## src/rtl/rsoa_pkg.sv

```systemverilog
package rsoa_pkg;

  // ==========================================================
  // Clock and timing constants.
  // ==========================================================
  localparam int unsigned CORE_CLK_MHZ = 250;
  localparam int unsigned LOS_6312_NS  = 65000;   // Zero-run time in 6312 kHz mode, in ns.
  localparam int unsigned LOS_6312_CYC = (LOS_6312_NS * CORE_CLK_MHZ) / 1000;
  localparam int          TMR_W        = 15;
  localparam int          ZRUN_W       = 8;
  localparam int          TRANSMIT_CLOCK_LOSS_W       = 4;
  localparam logic [ZRUN_W-1:0] T1_LOS_ZEROS = 8'hc0;  // 192 zeros.
  localparam logic [ZRUN_W-1:0] E1_LOS_ZEROS = 8'hff;  // 255 zeros.
  localparam logic [TRANSMIT_CLOCK_LOSS_W-1:0] TRANSMIT_CLOCK_LOSS_PERIODS = 4'hf;   // 15 scaled master clock periods.
  localparam logic [7:0]        SCALE_DIV    = 8'h7a;  // Core cycles per scaled master tick.

  // ==========================================================
  // Register map, byte addresses on the Avalon-MM slave.
  // ==========================================================
  localparam int         ADDR_W       = 4;
  localparam logic [3:0] REG_CTRL     = 4'h0;
  localparam logic [3:0] REG_LIVE     = 4'h4;
  localparam logic [3:0] REG_INT_STAT = 4'h8;
  localparam logic [3:0] REG_INT_MASK = 4'hc;

  // ==========================================================
  // Modes, fields and state encodings.
  // ==========================================================
  typedef enum logic [1:0] {
    RSOA_MODE_T1   = 2'h0,
    RSOA_MODE_E1   = 2'h1,
    RSOA_MODE_6312 = 2'h2,
    RSOA_MODE_RSVD = 2'h3
  } rsoa_mode_t;

  // Control register, low bits of REG_CTRL.
  typedef struct packed {
    logic       frame_loss_function_select;  // 1 selects transmit clock loss.
    logic       signaling_double_pulse_bit;
    logic       boundary_select_bit;         // 1 selects multiframe boundaries.
    rsoa_mode_t mode;
  } rsoa_ctrl_t;
  localparam int         CTRL_W     = $bits(rsoa_ctrl_t);
  localparam rsoa_ctrl_t CTRL_RESET = '0;

  // Alarm conditions, shared by live, status and mask registers.
  typedef struct packed {
    logic tx_clk_loss;
    logic alarm_ind;
    logic signal_loss;
    logic frame_loss;
  } rsoa_alarm_t;
  localparam int ALARM_W = $bits(rsoa_alarm_t);

  // Inputs from the receive framer and the transmit clock pin.
  typedef struct packed {
    logic transmit_clock_in;
    logic clk;           // Recovered line clock.
    logic data;          // Recovered NRZ data.
    logic frame_start;
    logic mframe_start;
    logic sig_frame;     // Current frame carries signaling (T1).
    logic searching;     // Synchronizer is hunting for alignment.
    logic ais;           // Blue alarm (T1) or AIS (E1) detected.
  } rsoa_line_t;
  localparam int LINE_W = $bits(rsoa_line_t);

  typedef enum logic {
    RSOA_BUS_IDLE   = 1'b0,
    RSOA_BUS_ANSWER = 1'b1
  } rsoa_bus_st_t;

endpackage : rsoa_pkg

```

## src/rtl/rsoa_sync3.sv

```systemverilog
`timescale 1ns/1ps
`default_nettype none
module rsoa_sync3
  import rsoa_pkg::*;
#(
  parameter int W = 8
) (
  input  wire logic         core_clk,
  input  wire logic         resetn,
  input  wire logic [W-1:0] d_in,
  output logic      [W-1:0] level_out
);
  typedef struct packed {
    logic [W-1:0] ff1;
    logic [W-1:0] ff2;
    logic [W-1:0] ff3;
    logic [W-1:0] lvl;
  } rsoa_sync_st_t;

  rsoa_sync_st_t s_q;
  rsoa_sync_st_t s_d;

  // ==========================================================
  // Three-stage chain, a bit counts once stages two and three agree.
  // ==========================================================
  always_comb begin
    s_d     = s_q;
    s_d.ff1 = d_in;
    s_d.ff2 = s_q.ff1;
    s_d.ff3 = s_q.ff2;
    for (int i = 0; i < W; i++) begin
      if (s_q.ff2[i] == s_q.ff3[i]) begin
        s_d.lvl[i] = s_q.ff3[i];
      end
    end
  end

  // State register.
  always_ff @(posedge core_clk or negedge resetn) begin
    if (!resetn) begin
      s_q <= '0;
    end else begin
      s_q <= s_d;
    end
  end

  assign level_out = s_q.lvl;

endmodule : rsoa_sync3
`default_nettype wire

```

## src/rtl/rsoa_run_counter.sv

```systemverilog
`timescale 1ns/1ps
`default_nettype none
module rsoa_run_counter
  import rsoa_pkg::*;
#(
  parameter int W = 8
) (
  input  wire logic         core_clk,
  input  wire logic         resetn,
  input  wire logic         clr,
  input  wire logic         inc,
  input  wire logic [W-1:0] limit,
  output logic              reached
);
  typedef struct packed {
    logic [W-1:0] cnt;
  } rsoa_run_st_t;

  rsoa_run_st_t s_q;
  rsoa_run_st_t s_d;

  // ==========================================================
  // Saturating run counter, a clear wins over a count.
  // ==========================================================
  always_comb begin
    s_d = s_q;
    if (clr) begin
      s_d.cnt = '0;
    end else if (inc && (s_q.cnt < limit)) begin
      s_d.cnt = s_q.cnt + W'(1);
    end
  end

  // State register.
  always_ff @(posedge core_clk or negedge resetn) begin
    if (!resetn) begin
      s_q <= '0;
    end else begin
      s_q <= s_d;
    end
  end

  assign reached = (s_q.cnt >= limit);

endmodule : rsoa_run_counter
`default_nettype wire

```

## src/rtl/rsoa_rx_out.sv

```systemverilog
`timescale 1ns/1ps
`default_nettype none
module rsoa_rx_out
  import rsoa_pkg::*;
#(
  parameter int unsigned LOS_6312_CYCLES = LOS_6312_CYC
) (
  input  wire logic              core_clk,
  input  wire logic              resetn,
  input  wire logic [ADDR_W-1:0] avs_address,
  input  wire logic              avs_read,
  input  wire logic              avs_write,
  input  wire logic [31:0]       avs_writedata,
  input  wire logic [3:0]        avs_byteenable,
  output logic      [31:0]       avs_readdata,
  output logic                   avs_waitrequest,
  input  wire rsoa_line_t        line_in,
  output logic                   rx_clk_out,
  output logic                   rx_serial_out,
  output logic                   rx_boundary_pulse_out,
  output logic                   frame_loss_out,
  output logic                   signal_loss_out,
  output logic                   alarm_indication_out,
  output logic                   rx_pins_oe,
  output logic                   irq_out
);

  // ==========================================================
  // State.
  // ==========================================================
  typedef struct packed {
    rsoa_bus_st_t bus_st;
    logic         waitreq;
    logic [31:0]  rdata;
    rsoa_ctrl_t   ctrl;
    rsoa_alarm_t  int_stat;
    rsoa_alarm_t  int_mask;
    rsoa_alarm_t  alarm;
    logic         irq;
    logic         clk_prev;
    logic         transmit_clock_in_prev;
    logic [7:0]   scale_cnt;
    logic         tick;
    logic         extend;
    logic         rclk;
    logic         ser;
    logic         sync;
    logic         oe;
  } rsoa_st_t;

  rsoa_st_t    s_q;
  rsoa_st_t    s_d;
  rsoa_line_t  ln;
  logic        line_rise;
  logic        transmit_clock_in_edge;
  logic        is_6312;
  logic        is_t1;
  logic        zrun_hit;
  logic        tmr_hit;
  logic        transmit_clock_loss_hit;
  logic [ZRUN_W-1:0] zrun_limit;
  rsoa_alarm_t alarm_now;
  rsoa_alarm_t rd_clr;
  logic [31:0] rd_mux;
  logic        dbl_frame;

  // ==========================================================
  // Input synchronisation and run counters.
  // ==========================================================
  rsoa_sync3 #(
    .W (LINE_W)
  ) u_sync (
    .core_clk  (core_clk),
    .resetn    (resetn),
    .d_in      (line_in),
    .level_out (ln)
  );

  // Consecutive zeros counted on recovered clock edges.
  rsoa_run_counter #(
    .W (ZRUN_W)
  ) u_zrun (
    .core_clk (core_clk),
    .resetn   (resetn),
    .clr      (line_rise && ln.data),
    .inc      (line_rise && !ln.data),
    .limit    (zrun_limit),
    .reached  (zrun_hit)
  );

  // Zero time in 6312 kHz mode, counted in core cycles.
  rsoa_run_counter #(
    .W (TMR_W)
  ) u_ztime (
    .core_clk (core_clk),
    .resetn   (resetn),
    .clr      (line_rise && ln.data),
    .inc      (1'b1),
    .limit    (TMR_W'(LOS_6312_CYCLES)),
    .reached  (tmr_hit)
  );

  // Scaled master clock periods since the last transmit clock transition.
  rsoa_run_counter #(
    .W (TRANSMIT_CLOCK_LOSS_W)
  ) u_transmit_clock_loss (
    .core_clk (core_clk),
    .resetn   (resetn),
    .clr      (transmit_clock_in_edge),
    .inc      (s_q.tick),
    .limit    (TRANSMIT_CLOCK_LOSS_PERIODS),
    .reached  (transmit_clock_loss_hit)
  );

  // Mode decode and edge detection.
  assign is_6312    = s_q.ctrl.mode[1];
  assign is_t1      = (s_q.ctrl.mode == RSOA_MODE_T1);
  assign zrun_limit = is_t1 ? T1_LOS_ZEROS : E1_LOS_ZEROS;
  assign line_rise  = ln.clk && !s_q.clk_prev;
  assign transmit_clock_in_edge  = ln.transmit_clock_in != s_q.transmit_clock_in_prev;
  assign dbl_frame  = is_t1 && !s_q.ctrl.boundary_select_bit
                      && s_q.ctrl.signaling_double_pulse_bit;

  // Register read multiplexer.
  always_comb begin
    rd_mux = '0;
    case (avs_address)
      REG_CTRL:     rd_mux[CTRL_W-1:0]  = s_q.ctrl;
      REG_LIVE:     rd_mux[ALARM_W-1:0] = s_q.alarm;
      REG_INT_STAT: rd_mux[ALARM_W-1:0] = s_q.int_stat;
      REG_INT_MASK: rd_mux[ALARM_W-1:0] = s_q.int_mask;
      default:      rd_mux = '0;
    endcase
  end

  // ==========================================================
  // Next-state logic.
  // ==========================================================
  always_comb begin
    s_d    = s_q;
    rd_clr = '0;

    // Avalon slave: waitrequest drops one cycle after the request.
    case (s_q.bus_st)
      RSOA_BUS_IDLE: begin
        if (avs_read || avs_write) begin
          s_d.bus_st  = RSOA_BUS_ANSWER;
          s_d.waitreq = 1'b0;
          s_d.rdata   = avs_read ? rd_mux : '0;
        end
      end
      RSOA_BUS_ANSWER: begin
        s_d.bus_st  = RSOA_BUS_IDLE;
        s_d.waitreq = 1'b1;
        if (avs_write && avs_byteenable[0]) begin
          if (avs_address == REG_CTRL) begin
            s_d.ctrl = rsoa_ctrl_t'(avs_writedata[CTRL_W-1:0]);
          end else if (avs_address == REG_INT_MASK) begin
            s_d.int_mask = rsoa_alarm_t'(avs_writedata[ALARM_W-1:0]);
          end
        end
        if (avs_read && (avs_address == REG_INT_STAT)) begin
          rd_clr = rsoa_alarm_t'(s_q.rdata[ALARM_W-1:0]);
        end
      end
      default: begin
        s_d.bus_st  = RSOA_BUS_IDLE;
        s_d.waitreq = 1'b1;
      end
    endcase

    // Scaled master clock enable.
    s_d.tick = 1'b0;
    if (s_q.scale_cnt == SCALE_DIV - 8'h01) begin
      s_d.scale_cnt = '0;
      s_d.tick      = 1'b1;
    end else begin
      s_d.scale_cnt = s_q.scale_cnt + 8'h01;
    end

    s_d.clk_prev  = ln.clk;
    s_d.transmit_clock_in_prev = ln.transmit_clock_in;
    s_d.rclk      = ln.clk;

    // Outside 6312 kHz mode, data and boundary pulse move only on recovered clock rises.
    if (line_rise) begin
      s_d.ser    = ln.data;
      s_d.extend = 1'b0;
      if (s_q.ctrl.boundary_select_bit) begin
        s_d.sync = ln.mframe_start;
      end else begin
        s_d.sync = ln.frame_start || s_q.extend;
        if (dbl_frame && ln.frame_start && ln.sig_frame) begin
          s_d.extend = 1'b1;
        end
      end
    end

    // Live conditions; each follows its cause and falls with it.
    alarm_now.frame_loss  = ln.searching;
    alarm_now.tx_clk_loss = transmit_clock_loss_hit;
    alarm_now.alarm_ind   = ln.ais;
    alarm_now.signal_loss = is_6312 ? tmr_hit : zrun_hit;
    s_d.alarm = alarm_now;

    // Sticky status: a new event wins over a clear by read.
    s_d.int_stat = (s_q.int_stat & ~rd_clr) | (alarm_now & ~s_q.alarm);
    s_d.irq      = |(s_d.int_stat & s_d.int_mask);

    // Pins float in 6312 kHz mode; serial data and boundary pulse are driven low behind the enable.
    s_d.oe = !is_6312;
    if (is_6312) begin
      s_d.ser  = 1'b0;
      s_d.sync = 1'b0;
    end
  end

  // State register.
  always_ff @(posedge core_clk or negedge resetn) begin
    if (!resetn) begin
      s_q          <= '0;
      s_q.bus_st   <= RSOA_BUS_IDLE;
      s_q.waitreq  <= 1'b1;
      s_q.ctrl     <= CTRL_RESET;
    end else begin
      s_q <= s_d;
    end
  end

  // Frame loss and alarm pins sit one cycle behind the live state, each in its own flop.
  logic flof_q;
  logic flof_d;
  logic aind_q;
  logic aind_d;
  always_comb begin
    flof_d = 1'b0;
    aind_d = 1'b0;
    if (!is_6312) begin
      flof_d = s_q.ctrl.frame_loss_function_select ?
               s_q.alarm.tx_clk_loss : s_q.alarm.frame_loss;
      aind_d = s_q.alarm.alarm_ind;
    end
  end

  // Pin registers, so no gate sits between a flop and the pin.
  always_ff @(posedge core_clk or negedge resetn) begin
    if (!resetn) begin
      flof_q <= 1'b0;
      aind_q <= 1'b0;
    end else begin
      flof_q <= flof_d;
      aind_q <= aind_d;
    end
  end

  // Outputs, each from a flip-flop.
  assign avs_readdata          = s_q.rdata;
  assign avs_waitrequest       = s_q.waitreq;
  assign rx_clk_out            = s_q.rclk;
  assign rx_serial_out         = s_q.ser;
  assign rx_boundary_pulse_out = s_q.sync;
  assign frame_loss_out        = flof_q;
  assign signal_loss_out       = s_q.alarm.signal_loss;
  assign alarm_indication_out  = aind_q;
  assign rx_pins_oe            = s_q.oe;
  assign irq_out               = s_q.irq;
endmodule : rsoa_rx_out
`default_nettype wire

```

## config.mk

```make
export PLATFORM = sky130hd
export DESIGN_NAME = rsoa_rx_out
export DESIGN_NICKNAME = d
export VERILOG_FILES = /design/src/rtl/rsoa_pkg.sv /design/src/rtl/rsoa_sync3.sv /design/src/rtl/rsoa_run_counter.sv /design/src/rtl/rsoa_rx_out.sv
export SDC_FILE = /design/constraint.sdc
export NUM_CORES = 1
export LEC_CHECK = 0
export BUFFER_PORTS_ARGS = -buffer_cell sky130_fd_sc_hd__buf_2
export CORE_MARGIN = 2
export CORE_UTILIZATION = 40
export DETAILED_ROUTE_END_ITERATION = 10
export GPL_TIMING_DRIVEN = 0
export PLACE_DENSITY = 0.69
export SYNTH_ARGS = -nofsm -noshare
export SYNTH_HDL_FRONTEND = slang
export SYNTH_SLANG_ARGS = --single-unit
```

## constraint.sdc

```tcl
create_clock -name core_clk -period 5.1 [get_ports core_clk]
set_clock_uncertainty 0.2 [all_clocks]
set_input_delay 0.255 -clock core_clk [delete_from_list [all_inputs] [get_ports core_clk]]
set_output_delay 0.255 -clock core_clk [all_outputs]
set_load 0.01 [all_outputs]
```

-- Word-level counts from Yosys, hierarchy flattened
Cells that the tools add are included.
- register bits after elaboration: 128
- output and inout port bits: 41
- logic and storage cells: 130
- $add $sub $neg: 4
- magnitude comparators: 6
- equality and inequality tests: 14
- mux-type cells: 29
- bitwise gates (word level): 7
- reduce and logical (&&, ||, !) cells: 26
- operator list (kind ; count):
    $mux W34 ; 1
    $mux W4 ; 8
    $mux W15 ; 2
    $mux W8 ; 3
    $add A8 B1 Y8 const B ; 2
    $pmux W4 S4 ; 1
    $add A15 B1 Y15 const B ; 1
    $ge A15 B14 Y1 const B ; 1
    $lt A15 B14 Y1 const B ; 1
    $and A4 B4 Y4 ; 3
    $logic_and A1 B1 Y1 ; 11
    $mux W1 ; 9
    $eq A1 B1 Y1 ; 8
    $eq A4 B4 Y1 const B ; 2
    $eq A8 B7 Y1 const B ; 1
    $ge A8 B8 Y1 ; 1
    $lt A8 B8 Y1 ; 1
    $not A4 Y4 ; 2
    $reduce_bool A2 Y1 ; 4
    $mux W6 ; 1
    $mux W5 ; 1
    $add A4 B1 Y4 const B ; 1
    $eq A4 B3 Y1 const B ; 1
    $ge A4 B4 Y1 const B ; 1
    other kinds (14) ; 19

-- Depth between registers and ports, before layout
- depth after elaboration: 9
- mapped depth: 10

-- By module
Synthesis repeated with hierarchy kept, for this count alone.
- cells, all modules: 503
- area total of the unflattened synthesis: 5342.6 um^2
- modules (own cells, without submodules) (module ; instances ; cells an instance ; area an instance (um^2) ; seq. area each (um^2)):
    rsoa_rx_out ; 1 ; 201 ; 2108.3 ; 1052.3
    rsoa_run_counter (u_ztime) ; 1 ; 144 ; 1266.2 ; 375.4
    rsoa_sync3 ; 1 ; 48 ; 950.9 ; 800.8
    rsoa_run_counter (u_zrun) ; 1 ; 75 ; 668.1 ; 200.2
    rsoa_run_counter (u_transmit_clock_loss) ; 1 ; 35 ; 349.1 ; 100.1

-- Worst setup path before layout
Ideal clock, no wire load.
- path type: reg-to-reg
- from: register s_q[29] (netlist bit)
- to: register u_zrun.s_q[3] (netlist bit)
- library setup time: 0.078 ns
- arrival: 2.185 ns
- setup slack: 2.637 ns
- stages on the path, launching flop included: 11
- clock period less this slack: 2.463 ns
- cells stage by stage: dfrtp_1 or2_1 buf_2 inv_2 ha_1 nor2b_1 o22ai_1 a31oi_1 buf_6 or4_1 a21oi_1
- longest elaborated chain between the ends: 5
- RTL lines (item ; line ; text):
    start, declared ; rsoa_rx_out.sv:51 ; rsoa_st_t s_q;
    $logic_not A2 Y1 ; rsoa_rx_out.sv:117 ; assign is_t1 = (s_q.ctrl.mode == RSOA_MODE_T1);
    $mux W6 ; rsoa_rx_out.sv:118 ; assign zrun_limit = is_t1 ? T1_LOS_ZEROS : E1_LOS_ZEROS;
    $lt A8 B8 Y1 ; rsoa_run_counter.sv:29 ; end else if (inc && (s_q.cnt < limit)) begin
    $logic_and A1 B1 Y1 ; rsoa_run_counter.sv:29 ;
    $reduce_bool A2 Y1 (no line) ; n/a ;
    end signal, assigned ; rsoa_run_counter.sv:37 ; s_q <= '0;
    end signal, assigned ; rsoa_run_counter.sv:39 ; s_q <= s_d;
    end, declared ; rsoa_run_counter.sv:19 ; rsoa_run_st_t s_q;
No other way between the ends.
A chain may end at the register's enable or synchronous reset.

-- Worst setup path after layout
- from: register s_q[29] (netlist bit)
- to: register u_zrun.s_q[4] (netlist bit)
Same word-level chain as after synthesis.

==> metrics.yaml <==
worst_setup_path:
  r2r_start: "s_q[29]$_DFFE_PN0P_"
  r2r_slack_ns: 2.42
  ff2ff_path_depth: 10
  critical_path_buf_inv_count: 3
  slowest_delay_ns: 0.50
  endpoint: "u_zrun.s_q[4]$_DFFE_PN0P_"
  arrival_ns: 2.78
  crit_path_start_kind: "register"
  cpLargestDelayFamily: "simple AND/OR/NAND/NOR gates"
  crit_path_start: "s_q[29]$_DFFE_PN0P_"
  end_kind: "register"
  crit_cells: 10
  crit_path_max_fanout: 10
  reg2reg_to: "u_zrun.s_q[4]$_DFFE_PN0P_"
  crit_slowest_cell: "or4_1"
  setup.worst_path.class: "register to register"
  worstPathRequired_ns: 5.20
  crit_chain: "or2_1 -> buf_2 -> inv_2 -> ha_1 -> nor2b_1 -> o22ai_1 -> a31oi_1 -> buf_6 -> or4_1 -> a21oi_1"
sta:
  relSlewSlack_pct: 47.3
  hold_viol_final: 0
  grt_setup_unrepaired: "false"
  maxSlewViolCount: 0
  setup_tns_ns: 0
  fmax_ghz: 0.374
  tightest_slew_ns: 0.784
  fin_crit_ns: 2.68
  setup_violations: 0
  period_share_pct: 52.5
synthesis:
  ys_top_cells_by_area: "dfrtp_1 (56%), buf_4 (5.4%), nor2_1 (2.5%)"
  synthArstFlopShare_pct: 100
  synthMuxAreaShare_pct: 5.14
  synth_xor_area_share_pct: 3.52
  ys_types: 59
  avgSynthCellArea_um2: 11.5
  synth_top_family_by_area: "simple AND/OR/NAND/NOR gates"
  synth-seq-cells: 101
  yosysTopAreaCellShare_pct: 55.9
  synth-simple-area-share_pct: 13.6
  yosysWarnings: 0
  syn_inst: 390
  synth_largest_area_cell: "dfrtp_1"
  synth-compound-area-share_pct: 8.80
  syn-cell-area_um2: 4480
  ys.flop_type: "dfrtp_1"
  seq_area_frac_synth_pct: 56.5
  synth_fa_ha_area_share_pct: 4.02
  synth_edf_count: 0
floorplanning:
  num_rows: 38
  die_y_um: 110
  die_x_um: 110
  die_area_um2: 12100
  start_util_pct: 41.1
  core_um2: 10900
  ioPinCount: 93
routing:
  post_drt_wl_per_cell_um: 12.7
  via_count: 3019
  drt_iter0_markers: 225
  routed_wl_mm: 7.94
  viasPerCell: 4.85
  remaining_drc_errors: 0
  ant_nets: 0
  drt_pass1_iterations: 4
placed_design:
  placement.io_buffers: 34
  postPlaceCellArea_um2: 4950
  gp_congestion: 0.823
  hpwlAfterDp_mm: 5.54
clock_tree:
  clkTransAtPathRegs_ns: 0.10
  cts_resized: 0
  clk_path_buf_depth: 2
  htree_levels: 3
  cts_inserted_buffers: 9
  cts.root.buffer_cell: "clkbuf_8"
  cts.sinks: 101
  cts_tree: "done"
  clkLatencyLatePin_ns: 0.37
cells_and_area:
  fin_area_um2: 5330
  drive_gt1_share_pct: 22.8
  ff_latch_area_um2: 2530
  final_cell_mix: "dfrtp_1 (100), buf_2 (36), buf_4 (33), nor2_1 (30)"
  area_growth_pct: 18.9
  mostFrequentLayoutCell: "dfrtp_1"
  diodes: 0
  fill_cells: 1002
  multi_input_area_um2: 1670
  nets: 538
worst_hold_path:
  holdCritStartpoint: "avs_address[0]"
  hold_class: "input pin to register"
global_route:
  grt_usage_pct: 14.3
  grt_antenna_before_repair: 0
  gr-usage-met3_pct: 3.97
  grt_overflow_total: 0
  use_met1_pct: 18.9
  grt_pass1_vias: 2916
  met2_usage_pct: 22.8
  top_usage_layer: "met2"
  grt_max_degree: 54
  grt_pass1_wl_mm: 13.5
power_and_ir_drop:
  p_switching_mw: 0.504
  p_leak_nw: 2.50
  p_comb_share_pct: 16.2
  peakVddDrop_mv: 0.256
  p_clk_share_pct: 30.4
  switching_share_pct: 28.8
  seq_power_share_pct: 53.4
  p_per_area_nw_per_um2: 328
  p_int_mw: 1.25
job:
  maxCapViolCount: 0
run_status:
  status: "completed"
## repair_timing
action / CTS / global route
hold endpoints to repair: 65 / 0
hold buffers: 16 / 0
buffers inserted: 0 / 0
## cell type report
cell class | instances | area share, %
repair buffers | 51 | 6.77
flip-flops and latches | 101 | 47.5
clock buffers | 9 | 2.33
clock inverters | 7 | 1.72
plain buffers | 42 | 5.57
inverters | 20 | 1.41
well taps | 140 | 3.29
multi-input cells | 253 | 31.4
## power by group through the flow
stage | clock, mW | combinational, mW | sequential (mW)
after floorplan | 0 | 0.187 | 0.940
after global placement | 0 | 0.264 | 0.948
after detailed placement | 0 | 0.275 | 0.950
after CTS | 0.552 | 0.285 | 0.935
after global routing | 0.587 | 0.323 | 0.947
final | 0.532 | 0.283 | 0.934
## metal layers
metal  vias up  wire length (µm)
li1       1477                 -
met1      1457              3520
met2        75              3930
met3        10               410
met4         0                86
met5         -                 0
## cell usage after synthesis, types with 2 or more instances
library cell / number
nor4_1: 3
and3_1: 2
mux4_2: 4
a21oi_1: 10
clkbuf_1: 4
buf_2: 3
or2_2: 3
nor2b_1: 3
nand2b_1: 5
or4_1: 5
and4b_1: 2
nor3_1: 4
a21o_1: 3
o211ai_1: 4
buf_6: 2
o31ai_1: 10
nand4_1: 5
a31oi_1: 4
xnor2_1: 7
buf_4: 32
maj3_1: 8
o21ai_0: 11
nand2_1: 27
mux2_2: 8
ha_1: 8
inv_1: 19
nand3_1: 10
mux2i_1: 5
o22ai_1: 5
and2_1: 3
xor2_1: 11
o2111ai_1: 2
nor2_1: 30
a211oi_1: 2
or3_1: 3
dfrtp_1: 100
## tightest hold or removal path, stage by stage
cell,delay (ns)
buf_2,0.09
or4b_2,0.18
o22ai_1,0.09
## registers in the layout (all words and copies together) (netlist names), 4 cells and up
register                   flops
s_q                           27
u_sync.s_d                    16
u_ztime.s_q                   15
u_sync.level_out               8
u_sync.s_q                     8
u_zrun.s_q                     8
avs_readdata                   5
u_transmit_clock_loss.s_q      4
## cells by family (layout without fill, tap and decap cells)
logic type | after synthesis | in the layout
AO/OA/AOI/OAI | 59 | 59
XOR/XNOR | 18 | 18
adder cells (fa/ha/maj) | 16 | 16
buffers and inverters | 62 | 129
flip-flops | 101 | 101
multiplexers | 17 | 17
other | 1 | 27
AND/OR/NAND/NOR | 116 | 116
## metrics by stage
step           utilization [%]  power, mW  std cells  worst slack [ns]  hold WS (ns)
6_report                  48.9       1.75        623              2.42        0.0860
5_1_grt                   48.9       1.86        623              2.29        0.0710
4_1_cts                   48.9       1.77        623              2.43        0.0595
3_5_place_dp              45.5       1.23        591              2.45         0.124
3_3_place_gp              45.2       1.21        590              2.50         0.133
2_1_floorplan                -       1.13        416              2.64        -0.241
## worst min path at each step
stage | end | slack [ns] | cells past startpoint
finish | avs_readdata[0]$_DFFE_PN0P_ | 0.09 | 3
global route | avs_readdata[0]$_DFFE_PN0P_ | 0.07 | 3
CTS | avs_readdata[0]$_DFFE_PN0P_ | 0.06 | 3
detailed placement | u_sync.s_q[14]$_DFF_PN0_ | 0.12 | 1
global placement | u_sync.s_d[11]$_DFF_PN0_ | 0.13 | 0
floorplan | alarm_indication_out$_DFF_PN0_ | -0.24 | 0
(Power assumes the default switching activity.)
